### src/iqc_pkg.sv
// Purpose: shared constants, register map and carrier types of the iq correction block
// Assumes: 32-bit axi4-lite data, 8-bit byte address, signed 16-bit samples
// Notes: gains are 1.10 unsigned, phase is a 12-bit fraction, offsets are lsb aligned
package iqc_pkg;
  // ************************************************************
  // widths and formats
  // ************************************************************
  localparam int SMP_W = 16;
  localparam int GAIN_W = 11;
  localparam int GAIN_FRAC = 10;
  localparam int PHASE_W = 10;
  localparam int PHASE_FRAC = 12;
  localparam int OFS_W = 13;
  localparam int OFS_LO_W = 8;
  localparam int OFS_HI_W = OFS_W - OFS_LO_W;
  localparam int ADDR_W = 8;
  localparam logic signed [31:0] SMP_MAX = 32'sh00007FFF;
  localparam logic signed [31:0] SMP_MIN = -32'sh00008000;
  // ************************************************************
  // register map (byte addresses)
  // ************************************************************
  localparam logic [7:0] GP_COMMIT = 8'h00;
  localparam logic [7:0] GAIN_A = 8'h04;
  localparam logic [7:0] GAIN_B = 8'h08;
  localparam logic [7:0] GP_CTRL = 8'h0C;
  localparam logic [7:0] DC_COMMIT = 8'h10;
  localparam logic [7:0] DC_A_HI = 8'h14;
  localparam logic [7:0] DC_B_LO = 8'h18;
  localparam logic [7:0] DC_B_HI = 8'h1C;
  localparam logic [7:0] STATUS = 8'h20;
  localparam int ST_GPEN_BIT = 0;
  localparam int ST_SAT_GP_BIT = 1;
  localparam int ST_SAT_DC_BIT = 2;
  localparam int CTRL_GPEN_BIT = 0;
  // ************************************************************
  // reset values and responses
  // ************************************************************
  localparam logic [GAIN_W-1:0] GAIN_RST = 11'h400;
  localparam logic [PHASE_W-1:0] PHASE_RST = 10'h000;
  localparam logic [OFS_W-1:0] OFS_RST = 13'h0000;
  localparam logic GPEN_RST = 1'b1;
  localparam logic [1:0] RESP_OKAY = 2'h0;
  localparam logic [1:0] RESP_SLVERR = 2'h2;
  // ************************************************************
  // carriers
  // ************************************************************
  typedef struct packed {
    logic signed [SMP_W-1:0] i;
    logic signed [SMP_W-1:0] q;
  } iqc_pair_t;
  typedef struct packed {
    logic [ADDR_W-1:0] awaddr;
    logic awvalid;
    logic [31:0] wdata;
    logic [3:0] wstrb;
    logic wvalid;
    logic bready;
    logic [ADDR_W-1:0] araddr;
    logic arvalid;
    logic rready;
  } iqc_axil_req_t;
  typedef struct packed {
    logic awready;
    logic wready;
    logic bvalid;
    logic [1:0] bresp;
    logic arready;
    logic rvalid;
    logic [31:0] rdata;
    logic [1:0] rresp;
  } iqc_axil_rsp_t;
  // clamp a wide signed value into the sample range
  function automatic logic signed [SMP_W-1:0] iqc_sat(input logic signed [31:0] v);
    logic signed [SMP_W-1:0] r;
    r = v[SMP_W-1:0];
    if (v > SMP_MAX) r = SMP_MAX[SMP_W-1:0];
    if (v < SMP_MIN) r = SMP_MIN[SMP_W-1:0];
    return r;
  endfunction
endpackage

### src/iqc_gain_phase.sv
// Purpose: gain scaling of both paths, then q-into-i phase skew term
// Assumes: i is channel a, q is channel b; settings static between commits
// Notes: two register stages, every stage saturates
`timescale 1ns/1ns
module iqc_gain_phase (
  // clock and reset
  input wire logic i_clk,
  input wire logic i_rst_n,
  // sample in
  input wire logic i_vld,
  input wire iqc_pkg::iqc_pair_t i_smp,
  // settings
  input wire logic [iqc_pkg::GAIN_W-1:0] i_ga,
  input wire logic [iqc_pkg::GAIN_W-1:0] i_gb,
  input wire logic [iqc_pkg::PHASE_W-1:0] i_ph,
  // sample out
  output logic o_vld,
  output iqc_pkg::iqc_pair_t o_smp,
  output logic o_sat
);
  import iqc_pkg::*;
  typedef struct packed {
    logic v1;
    iqc_pair_t s1;
    logic sat1;
    logic v2;
    iqc_pair_t s2;
    logic sat2;
  } iqc_gp_st_t;
  iqc_gp_st_t s;
  iqc_gp_st_t next_s;
  // ************************************************************
  // datapath
  // ************************************************************
  // stage 1 gain, stage 2 phase add
  always_comb begin
    logic signed [27:0] pa;
    logic signed [27:0] pb;
    logic signed [25:0] pp;
    logic signed [31:0] wa;
    logic signed [31:0] wb;
    logic signed [31:0] wi;
    pa = i_smp.i * $signed({1'b0, i_ga});
    pb = i_smp.q * $signed({1'b0, i_gb});
    wa = 32'(pa >>> GAIN_FRAC);
    wb = 32'(pb >>> GAIN_FRAC);
    pp = s.s1.q * $signed(i_ph);
    wi = 32'(s.s1.i) + 32'(pp >>> PHASE_FRAC);
    next_s = s;
    next_s.v1 = i_vld;
    next_s.s1.i = iqc_sat(wa);
    next_s.s1.q = iqc_sat(wb);
    next_s.sat1 = i_vld && (wa != 32'(next_s.s1.i) || wb != 32'(next_s.s1.q));
    next_s.v2 = s.v1;
    next_s.s2.i = iqc_sat(wi);
    next_s.s2.q = s.s1.q;
    next_s.sat2 = s.sat1 || (s.v1 && wi != 32'(next_s.s2.i));
  end
  always_ff @(posedge i_clk or negedge i_rst_n) begin
    if (!i_rst_n) begin
      s <= '0;
    end else begin
      s <= next_s;
    end
  end
  assign o_vld = s.v2;
  assign o_smp = s.s2;
  assign o_sat = s.sat2;
endmodule

### src/iqc_offset.sv
// Purpose: adds a signed dc offset to each path
// Assumes: offset and sample are lsb aligned, no shift
// Notes: one register stage, saturating adders
`timescale 1ns/1ns
module iqc_offset (
  // clock and reset
  input wire logic i_clk,
  input wire logic i_rst_n,
  // sample in
  input wire logic i_vld,
  input wire iqc_pkg::iqc_pair_t i_smp,
  // offsets
  input wire logic [iqc_pkg::OFS_W-1:0] i_oa,
  input wire logic [iqc_pkg::OFS_W-1:0] i_ob,
  // sample out
  output logic o_vld,
  output iqc_pkg::iqc_pair_t o_smp,
  output logic o_sat
);
  import iqc_pkg::*;
  typedef struct packed {
    logic v;
    iqc_pair_t smp;
    logic sat;
  } iqc_ofs_st_t;
  iqc_ofs_st_t s;
  iqc_ofs_st_t next_s;
  // sign extend and add at bit zero
  always_comb begin
    logic signed [31:0] si;
    logic signed [31:0] sq;
    si = 32'(i_smp.i) + 32'($signed(i_oa));
    sq = 32'(i_smp.q) + 32'($signed(i_ob));
    next_s.v = i_vld;
    next_s.smp.i = iqc_sat(si);
    next_s.smp.q = iqc_sat(sq);
    next_s.sat = i_vld && (si != 32'(next_s.smp.i) || sq != 32'(next_s.smp.q));
  end
  always_ff @(posedge i_clk or negedge i_rst_n) begin
    if (!i_rst_n) begin
      s <= '0;
    end else begin
      s <= next_s;
    end
  end
  assign o_vld = s.v;
  assign o_smp = s.smp;
  assign o_sat = s.sat;
endmodule

### src/iqc_top.sv
// Purpose: iq gain, phase and dc offset correction with axi4-lite staging registers
// Assumes: samples arrive on i_clk, one pair per valid cycle
// Notes: holding registers load into the datapath only on a commit write
`timescale 1ns/1ns
module iqc_top (
  // clock and reset
  input wire logic i_clk,
  input wire logic i_rst_n,
  // register bus
  input wire iqc_pkg::iqc_axil_req_t i_axi,
  output iqc_pkg::iqc_axil_rsp_t o_axi,
  // sample stream in
  input wire logic i_smp_vld,
  input wire iqc_pkg::iqc_pair_t i_smp,
  // sample stream out to the converter
  output logic o_smp_vld,
  output iqc_pkg::iqc_pair_t o_smp
);
  import iqc_pkg::*;
  // ************************************************************
  // state
  // ************************************************************
  typedef struct packed {
    logic aw_hold;
    logic [ADDR_W-1:0] aw_addr;
    logic w_hold;
    logic [31:0] w_data;
    logic [3:0] w_strb;
    iqc_axil_rsp_t rsp;
    logic [GAIN_W-1:0] stg_ga;
    logic [GAIN_W-1:0] stg_gb;
    logic [PHASE_W-1:0] stg_ph;
    logic stg_gpen;
    logic [OFS_W-1:0] stg_oa;
    logic [OFS_W-1:0] stg_ob;
    logic [GAIN_W-1:0] act_ga;
    logic [GAIN_W-1:0] act_gb;
    logic [PHASE_W-1:0] act_ph;
    logic act_gpen;
    logic [OFS_W-1:0] act_oa;
    logic [OFS_W-1:0] act_ob;
    logic sat_gp;
    logic sat_dc;
  } iqc_top_st_t;
  iqc_top_st_t s;
  iqc_top_st_t next_s;
  logic wr_fire;
  logic [ADDR_W-1:0] wr_addr;
  logic rd_fire;
  logic gp_vld;
  iqc_pair_t gp_smp;
  logic gp_sat;
  logic dc_sat;
  logic [GAIN_W-1:0] eff_ga;
  logic [GAIN_W-1:0] eff_gb;
  logic [PHASE_W-1:0] eff_ph;
  // ************************************************************
  // register readback
  // ************************************************************
  // word seen at an address, plus whether it is mapped
  function automatic logic [32:0] rd_word(input iqc_top_st_t st, input logic [ADDR_W-1:0] a);
    logic [32:0] r;
    r = {1'b1, 32'h00000000};
    unique case ({a[ADDR_W-1:2], 2'b00})
      GP_COMMIT: r[PHASE_W-1:0] = st.stg_ph;
      GAIN_A: r[GAIN_W-1:0] = st.stg_ga;
      GAIN_B: r[GAIN_W-1:0] = st.stg_gb;
      GP_CTRL: r[CTRL_GPEN_BIT] = st.stg_gpen;
      DC_COMMIT: r[OFS_LO_W-1:0] = st.stg_oa[OFS_LO_W-1:0];
      DC_A_HI: r[OFS_HI_W-1:0] = st.stg_oa[OFS_W-1:OFS_LO_W];
      DC_B_LO: r[OFS_LO_W-1:0] = st.stg_ob[OFS_LO_W-1:0];
      DC_B_HI: r[OFS_HI_W-1:0] = st.stg_ob[OFS_W-1:OFS_LO_W];
      STATUS: begin
        r[ST_GPEN_BIT] = st.act_gpen;
        r[ST_SAT_GP_BIT] = st.sat_gp;
        r[ST_SAT_DC_BIT] = st.sat_dc;
      end
      default: r = 33'h000000000;
    endcase
    return r;
  endfunction
  // bus handshake terms
  assign wr_fire = s.aw_hold && s.w_hold && !s.rsp.bvalid;
  assign wr_addr = {s.aw_addr[ADDR_W-1:2], 2'b00};
  assign rd_fire = i_axi.arvalid && s.rsp.arready;
  // ************************************************************
  // next state
  // ************************************************************
  always_comb begin
    logic [32:0] cur;
    logic [31:0] wv;
    logic [1:0] clr;
    next_s = s;
    clr = 2'b00;
    cur = rd_word(s, s.aw_addr);
    wv = cur[31:0];
    for (int b = 0; b < 4; b++) begin
      if (s.w_strb[b]) wv[8*b+:8] = s.w_data[8*b+:8];
    end
    // address and data are taken in either order
    if (i_axi.awvalid && s.rsp.awready) begin
      next_s.aw_hold = 1'b1;
      next_s.aw_addr = i_axi.awaddr;
    end
    if (i_axi.wvalid && s.rsp.wready) begin
      next_s.w_hold = 1'b1;
      next_s.w_data = i_axi.wdata;
      next_s.w_strb = i_axi.wstrb;
    end
    if (s.rsp.bvalid && i_axi.bready) next_s.rsp.bvalid = 1'b0;
    if (wr_fire) begin
      next_s.aw_hold = 1'b0;
      next_s.w_hold = 1'b0;
      next_s.rsp.bvalid = 1'b1;
      next_s.rsp.bresp = cur[32] ? RESP_OKAY : RESP_SLVERR;
      unique case (wr_addr)
        GP_COMMIT: begin
          next_s.stg_ph = wv[PHASE_W-1:0];
          next_s.act_ph = wv[PHASE_W-1:0];
          next_s.act_ga = s.stg_ga;
          next_s.act_gb = s.stg_gb;
          next_s.act_gpen = s.stg_gpen;
        end
        GAIN_A: next_s.stg_ga = wv[GAIN_W-1:0];
        GAIN_B: next_s.stg_gb = wv[GAIN_W-1:0];
        GP_CTRL: next_s.stg_gpen = wv[CTRL_GPEN_BIT];
        DC_COMMIT: begin
          next_s.stg_oa[OFS_LO_W-1:0] = wv[OFS_LO_W-1:0];
          next_s.act_oa = {s.stg_oa[OFS_W-1:OFS_LO_W], wv[OFS_LO_W-1:0]};
          next_s.act_ob = s.stg_ob;
        end
        DC_A_HI: next_s.stg_oa[OFS_W-1:OFS_LO_W] = wv[OFS_HI_W-1:0];
        DC_B_LO: next_s.stg_ob[OFS_LO_W-1:0] = wv[OFS_LO_W-1:0];
        DC_B_HI: next_s.stg_ob[OFS_W-1:OFS_LO_W] = wv[OFS_HI_W-1:0];
        STATUS: begin
          if (s.w_strb[0]) clr = s.w_data[ST_SAT_DC_BIT:ST_SAT_GP_BIT];
        end
        default: begin
        end
      endcase
    end
    // saturation flags: a new event beats the clear
    next_s.sat_gp = (s.sat_gp && !clr[0]) || gp_sat;
    next_s.sat_dc = (s.sat_dc && !clr[1]) || dc_sat;
    // read answers one cycle after the address
    if (s.rsp.rvalid && i_axi.rready) next_s.rsp.rvalid = 1'b0;
    if (rd_fire) begin
      cur = rd_word(s, i_axi.araddr);
      next_s.rsp.rvalid = 1'b1;
      next_s.rsp.rdata = cur[31:0];
      next_s.rsp.rresp = cur[32] ? RESP_OKAY : RESP_SLVERR;
    end
    next_s.rsp.awready = !next_s.aw_hold && !next_s.rsp.bvalid;
    next_s.rsp.wready = !next_s.w_hold && !next_s.rsp.bvalid;
    next_s.rsp.arready = !next_s.rsp.rvalid;
  end
  always_ff @(posedge i_clk or negedge i_rst_n) begin
    if (!i_rst_n) begin
      s <= '0;
      s.stg_ga <= GAIN_RST;
      s.stg_gb <= GAIN_RST;
      s.stg_ph <= PHASE_RST;
      s.stg_gpen <= GPEN_RST;
      s.stg_oa <= OFS_RST;
      s.stg_ob <= OFS_RST;
      s.act_ga <= GAIN_RST;
      s.act_gb <= GAIN_RST;
      s.act_ph <= PHASE_RST;
      s.act_gpen <= GPEN_RST;
      s.act_oa <= OFS_RST;
      s.act_ob <= OFS_RST;
    end else begin
      s <= next_s;
    end
  end
  assign o_axi = s.rsp;
  // ************************************************************
  // datapath
  // ************************************************************
  // correction off means unity gain and no skew
  assign eff_ga = s.act_gpen ? s.act_ga : GAIN_RST;
  assign eff_gb = s.act_gpen ? s.act_gb : GAIN_RST;
  assign eff_ph = s.act_gpen ? s.act_ph : PHASE_RST;
  // gain and phase first, then offset
  iqc_gain_phase u_gp (
    .i_clk(i_clk),
    .i_rst_n(i_rst_n),
    .i_vld(i_smp_vld),
    .i_smp(i_smp),
    .i_ga(eff_ga),
    .i_gb(eff_gb),
    .i_ph(eff_ph),
    .o_vld(gp_vld),
    .o_smp(gp_smp),
    .o_sat(gp_sat)
  );
  iqc_offset u_dc (
    .i_clk(i_clk),
    .i_rst_n(i_rst_n),
    .i_vld(gp_vld),
    .i_smp(gp_smp),
    .i_oa(s.act_oa),
    .i_ob(s.act_ob),
    .o_vld(o_smp_vld),
    .o_smp(o_smp),
    .o_sat(dc_sat)
  );
endmodule

### config.mk
export PLATFORM = sky130hd
export DESIGN_NAME = iqc_top
export DESIGN_NICKNAME = d
export VERILOG_FILES = /design/src/iqc_pkg.sv /design/src/iqc_gain_phase.sv /design/src/iqc_offset.sv /design/src/iqc_top.sv
export SDC_FILE = /design/constraint.sdc
export NUM_CORES = 2
export LEC_CHECK = 0
export ABC_AREA = 0
export BUFFER_PORTS_ARGS = -buffer_cell sky130_fd_sc_hd__buf_2
export CORE_ASPECT_RATIO = 1.5
export CORE_UTILIZATION = 45
export CTS_CLUSTER_DIAMETER = 50
export CTS_CLUSTER_SIZE = 12
export DETAILED_ROUTE_END_ITERATION = 6
export HOLD_SLACK_MARGIN = 0.03
export PLACE_DENSITY_LB_ADDON = 0.08
export SYNTH_ARGS = -nofsm -noshare
export SYNTH_HDL_FRONTEND = slang
export SYNTH_SLANG_ARGS = --single-unit
### constraint.sdc
create_clock -name i_clk -period 17.79 [get_ports i_clk]
set_clock_uncertainty 0.15 [all_clocks]
set_input_delay 1.779 -clock i_clk [delete_from_list [all_inputs] [get_ports i_clk]]
set_output_delay 1.779 -clock i_clk [all_outputs]
set_load 0.03 [all_outputs]
After elaboration in Yosys (flattened, before gate mapping)
Index checks and enable logic that the tools add are counted.
{ "totals": {"ramBits": 0, "in_bits": 92, "latch_bits": 0, "n_memories": 0, "regBits": 299, "mem_bits_ro": 0} }
{ "classes": {"bitwise_logic": 0, "add_sub_neg": 3, "n_eq_ne": 21, "shifts": 0, "magnitude_cmp": 10, "div_mod_pow": 0, "n_reduce_logical": 39, "n_mux": 43, "multipliers": 3} }
{ "ops": {"columns": ["operator", "count"], "rows": [
  ["16-bit two-way mux", 10],
  ["22-bit two-way mux", 3],
  ["16-bit by 12-bit multiplier with 28-bit output", 2],
  ["17-bit by 16-bit greater-than comparator with 1-bit output, second input constant", 3],
  ["17-bit by 16-bit less-than comparator with 1-bit output, second input constant", 3],
  ["17-bit by 16-bit != test with 1-bit output", 3],
  ["6-bit by 3-bit equality test with 1-bit output, second input constant", 8],
  ["37-bit two-way mux", 1],
  ["18-bit by 16-bit greater-than comparator with 1-bit output, second input constant", 2],
  ["18-bit by 16-bit less-than comparator with 1-bit output, second input constant", 2],
  ["18-bit by 16-bit != test with 1-bit output", 2],
  ["35-bit two-way mux", 1],
  ["16-bit by 13-bit adder with 17-bit output", 2],
  ["2-bit one-hot mux with 8 select lines", 2],
  ["3-bit one-hot mux with 5 select lines", 2],
  ["2-bit one-hot mux with 7 select lines", 2],
  ["16-bit by 10-bit multiplier with 26-bit output", 1],
  ["6-bit by 2-bit equality test with 1-bit output, second input constant", 4],
  ["11-bit two-way mux", 2],
  ["1-bit one-hot mux with 9 select lines", 2],
  ["9-bit OR reduction", 2],
  ["16-bit by 14-bit adder with 17-bit output", 1],
  ["2-bit AND reduction", 8],
  ["1-bit logical AND", 14],
  ["14 further kinds", 37]
]} }

Logic depth before layout (Yosys ltp)
{ "logic_depth": {"depth_word": 9, "mapped_depth": 35, "mapped_depth_nobuf": 31} }

Modules after synthesis
From an unflattened synthesis, not the netlist that was laid out.
{ "unflattened": {"hier_cells": 3435, "area_unflattened_um2": 31655.4} }
{ "modules_own_cells": {"columns": ["module", "seq_area_each_um2", "n_inst", "area_each_um2", "cells_per_inst"], "rows": [
  ["iqc_gain_phase", 1701.6, 1, 21275.4, 2348],
  ["iqc_top", 3535.9, 1, 7703.6, 804],
  ["iqc_offset", 850.8, 1, 2676.3, 283]
]} }

Least setup slack after synthesis
OpenSTA, ideal clock, no wires.
{ "synth_timing": {"kind": "reg2reg", "startpoint": "register s[28] (netlist name)", "endpoint": "register u_gp.s, in the netlist u_gp.o_smp[20]", "path_buffers": 4, "path_slack_ns": 9.732, "path_stages_with_launch": 35, "arrival_time_ns": 7.771, "setup_ns": 0.137, "path_cell_list": "dfstp_2 > clkbuf_1 > clkbuf_1 > and2_0 > clkbuf_1 > nand2_1 > fa_1 > inv_1 > fa_1 > inv_1 > fa_1 > inv_1 > fa_1 > inv_1 > fa_1 > inv_1 > ha_1 > nand4_1 > o221ai_1 > a21o_1 > a21o_1 > a21oi_1 > xnor2_1 > ha_1 > fa_1 > a21oi_1 > o21bai_1 > nand2_1 > a2111oi_0 > o31a_1 > o21a_1 > a21o_1 > nor2_1 > clkbuf_1 > a21oi_1"} }
{ "synth_lines": {"columns": ["item", "line_no", "rtl"], "rows": [
  ["from (decl)", "iqc_top.sv:45", "iqc_top_st_t s;"],
  ["from (signal assigned)", "iqc_top.sv:173", "s <= next_s;"],
  ["to (signal assigned)", "iqc_gain_phase.sv:63", "s <= next_s;"],
  ["to (decl)", "iqc_gain_phase.sv:30", "iqc_gp_st_t s;"]
]} }

==> metrics.yaml <==
critical_path:
  critPathMaxFanout: 83
  setup.worst_path.start_class: "flip-flop"
  crit_required_ps: 18030
  crit_slowest_cell: "dfstp_4"
  crit_path_end_kind: "flip-flop"
  crit_path_max_incr_delay_ps: 1030
  arrival_ps: 10190
  worstSetupPathType: "flip-flop to flip-flop"
global_route:
  grt_util_all_layers: 0.241
  grt_max_degree: 110
  grt_pass1_vias: 23677
  grt_pass1_wl_um: 127000
  antenna_found_initial: 1
  grt_overflow: 0
placement:
  portBuffers: 115
  placed_area_mm2: 0.0311
  dp_cells: 3987
  hpwl_um: 62500
  gp_congestion: 0.875
drt:
  drtAntennaViolNets: 0
  num_vias: 21513
  remaining_drc_errors: 0
  first_iter_violations: 1217
  vias_per_cell: 5.34
  wirelength_um: 78200
  wl_per_cell_um: 19.4
  dr.pass1.iters: 5
pwr:
  vdd_drop_max_v: 0.0000835
  p_per_area_mw_per_mm2: 67.8
  power.total_w: 0.00216
  leakagePower_nw: 16.4
yosys:
  synth_simple_gate_area_frac: 0.135
  synth_top_family_by_area: "adder cells"
  synth_cell_types: 78
  synth_xor_area_frac: 0.0303
  ys_top_cells_by_area: "fa_1 (31%), dfrtp_1 (20%), ha_1 (9.2%)"
  yosysMostFrequentCell: "inv_1"
  synth_edf_count: 0
  yosys_warnings: 0
  synthArstFlopShare: 1.00
  synthTopCellsByCount: "inv_1 (585), fa_1 (461), nand2_1 (330)"
  seq_area_frac_synth: 0.203
  muxShareOfSynthArea: 0.0443
  synth_top_cell_by_area: "fa_1"
  synth_area_mm2: 0.0300
  synth_cells: 3143
  synth_compound_area_frac: 0.0847
  syn_area_per_cell_um2: 9.56
  synth_fa_ha_area_frac: 0.401
  synth_top_area_share: 0.307
  ys_ff_latch: 243
  ys.flop_type: "dfrtp_1"
cells_and_area:
  design_area_mm2: 0.0319
  nets: 3914
  final_layout_size_suffix_gt1_frac: 0.0942
  syn_to_final_growth_pct: 6.09
  final_cells: 4030
  n_antenna_cell: 0
  final_util: 0.485
clock_tree:
  hold_buffers: 0
  postCtsResizedCells: 0
  cts_buffers: 27
  clk_path_buf_depth: 3
  root_buffer: "clkbuf_16"
  htreeDepth: 1
  clkLatencyLatePin_ps: 560
  path_clk_slew_ps: 70
  cts_tree: "yes"
  cts_setup_buffers: 0
  cts_sinks: 243
die:
  coreArea_mm2: 0.0658
  die_w_um: 213
  die_area_mm2: 0.0678
  rows: 115
  start_util: 0.457
  die_h_um: 318
  ios: 166
sta:
  period_needed_ps: 9940
  max_slew.worst_pin.slew_ps: 1250
  setup_violations: 0
  slew_violations: 0
  fin_setup_tns_ps: 0
  rsz0062_at_grt: "false"
  hold_viol_final: 0
  max_slew_margin: 0.158
  finalCritPeriodShare: 0.559
  fmax_ghz: 0.101
worst_hold_path:
  min_path_type: "flip-flop to flip-flop"
flow_run:
  cap_violations: 0
status:
  status: "completed"
[worst max-delay path: cells and delay by family (launching register included)]
family | cells | cell delay (ps)
fa+ha+maj | 7 | 3080
compound gates | 8 | 2090
simple gates | 9 | 2020
buf+inv | 7 | 1190
flops | 1 | 1030
xor+xnor | 1 | 130
[per-stage QoR]
stage                     setup slack, ps  hold WS, ps
final                                7850          256
after global routing                 7240          272
after CTS                            7850          256
after detailed placement             7850          232
after global placement               8020          213
after floorplan                      9730          198
[per-layer routing]
layer  vias up  global-route usage  part of all wire
li1       9892                   -                 -
met1     10945               0.297              0.41
met4         0              0.0825             0.035
met2       529               0.442              0.53
met3       147              0.0133             0.031
met5         -                   0                 0
[cell families after synthesis]
family	count (synthesis)
buffers and inverters	772
AO/OA/AOI/OAI	393
other	1
flip-flops	243
AND/OR/NAND/NOR	828
multiplexers	116
XOR/XNOR	104
adder cells (fa/ha/maj)	686
[state kept, by name (all words and copies together), names as in the netlist]
signal	cells
u_dc.o_vld	1
u_dc.o_smp	32
u_gp.next_s	17
s	123
u_gp.o_sat	1
u_gp.o_vld	1
o_axi	18
u_gp.o_smp	32
u_dc.o_sat	1
u_gp.s	17
[layout by cell type (no fill, tap or decap), drive strengths merged, types with 16 or more instances in the layout]
| master | instances |
|---|---|
| inv | 588 |
| fa | 461 |
| nand2 | 330 |
| dfrtp | 237 |
| ha | 222 |
| and3 | 206 |
| buf | 132 |
| a21oi | 124 |
| nor2 | 103 |
| mux2 | 96 |
| o21ai | 80 |
| xnor2 | 70 |
| o21a | 53 |
| and2 | 49 |
| xor2 | 34 |
| clkbuf | 34 |
| nand3 | 33 |
| nor3 | 32 |
| a21o | 30 |
| conb | 23 |
| mux2i | 16 |
[power by group]
part	internal [W]	switching [W]	total (W)
registers	0.000704	0.000243	0.000947
logic	0.000270	0.000420	0.000690
clock network	0.000297	0.000228	0.000525
[worst paths after layout]
kind / from / to / slack (ps) / depth (start not counted)
min in group asynchronous: i_rst_n / u_dc.o_smp[3] / 1110 / 1
worst max register to register: s[28] / u_gp.o_smp[16] / 7850 / 32
worst min-delay path: u_gp.next_s[33] / u_gp.o_vld / 260 / 0
worst min register to register: u_gp.next_s[33] / u_gp.o_vld / 260 / 0
worst max-delay path: s[28] / u_gp.o_smp[16] / 7850 / 32
max in group asynchronous: i_rst_n / u_gp.o_smp[30] / 14840 / 2
[layout make-up]
cell class              count  area (um^2)
clock buffers              34          712
clock inverters             9         91.3
fillers                  6245        33900
inverters                 585         2200
multi-input cells        2150        21000
flip-flops and latches    243         6090
well taps                 877         1100
repair buffers            132          713
No activity file was read; power rests on OpenSTA's default activity.
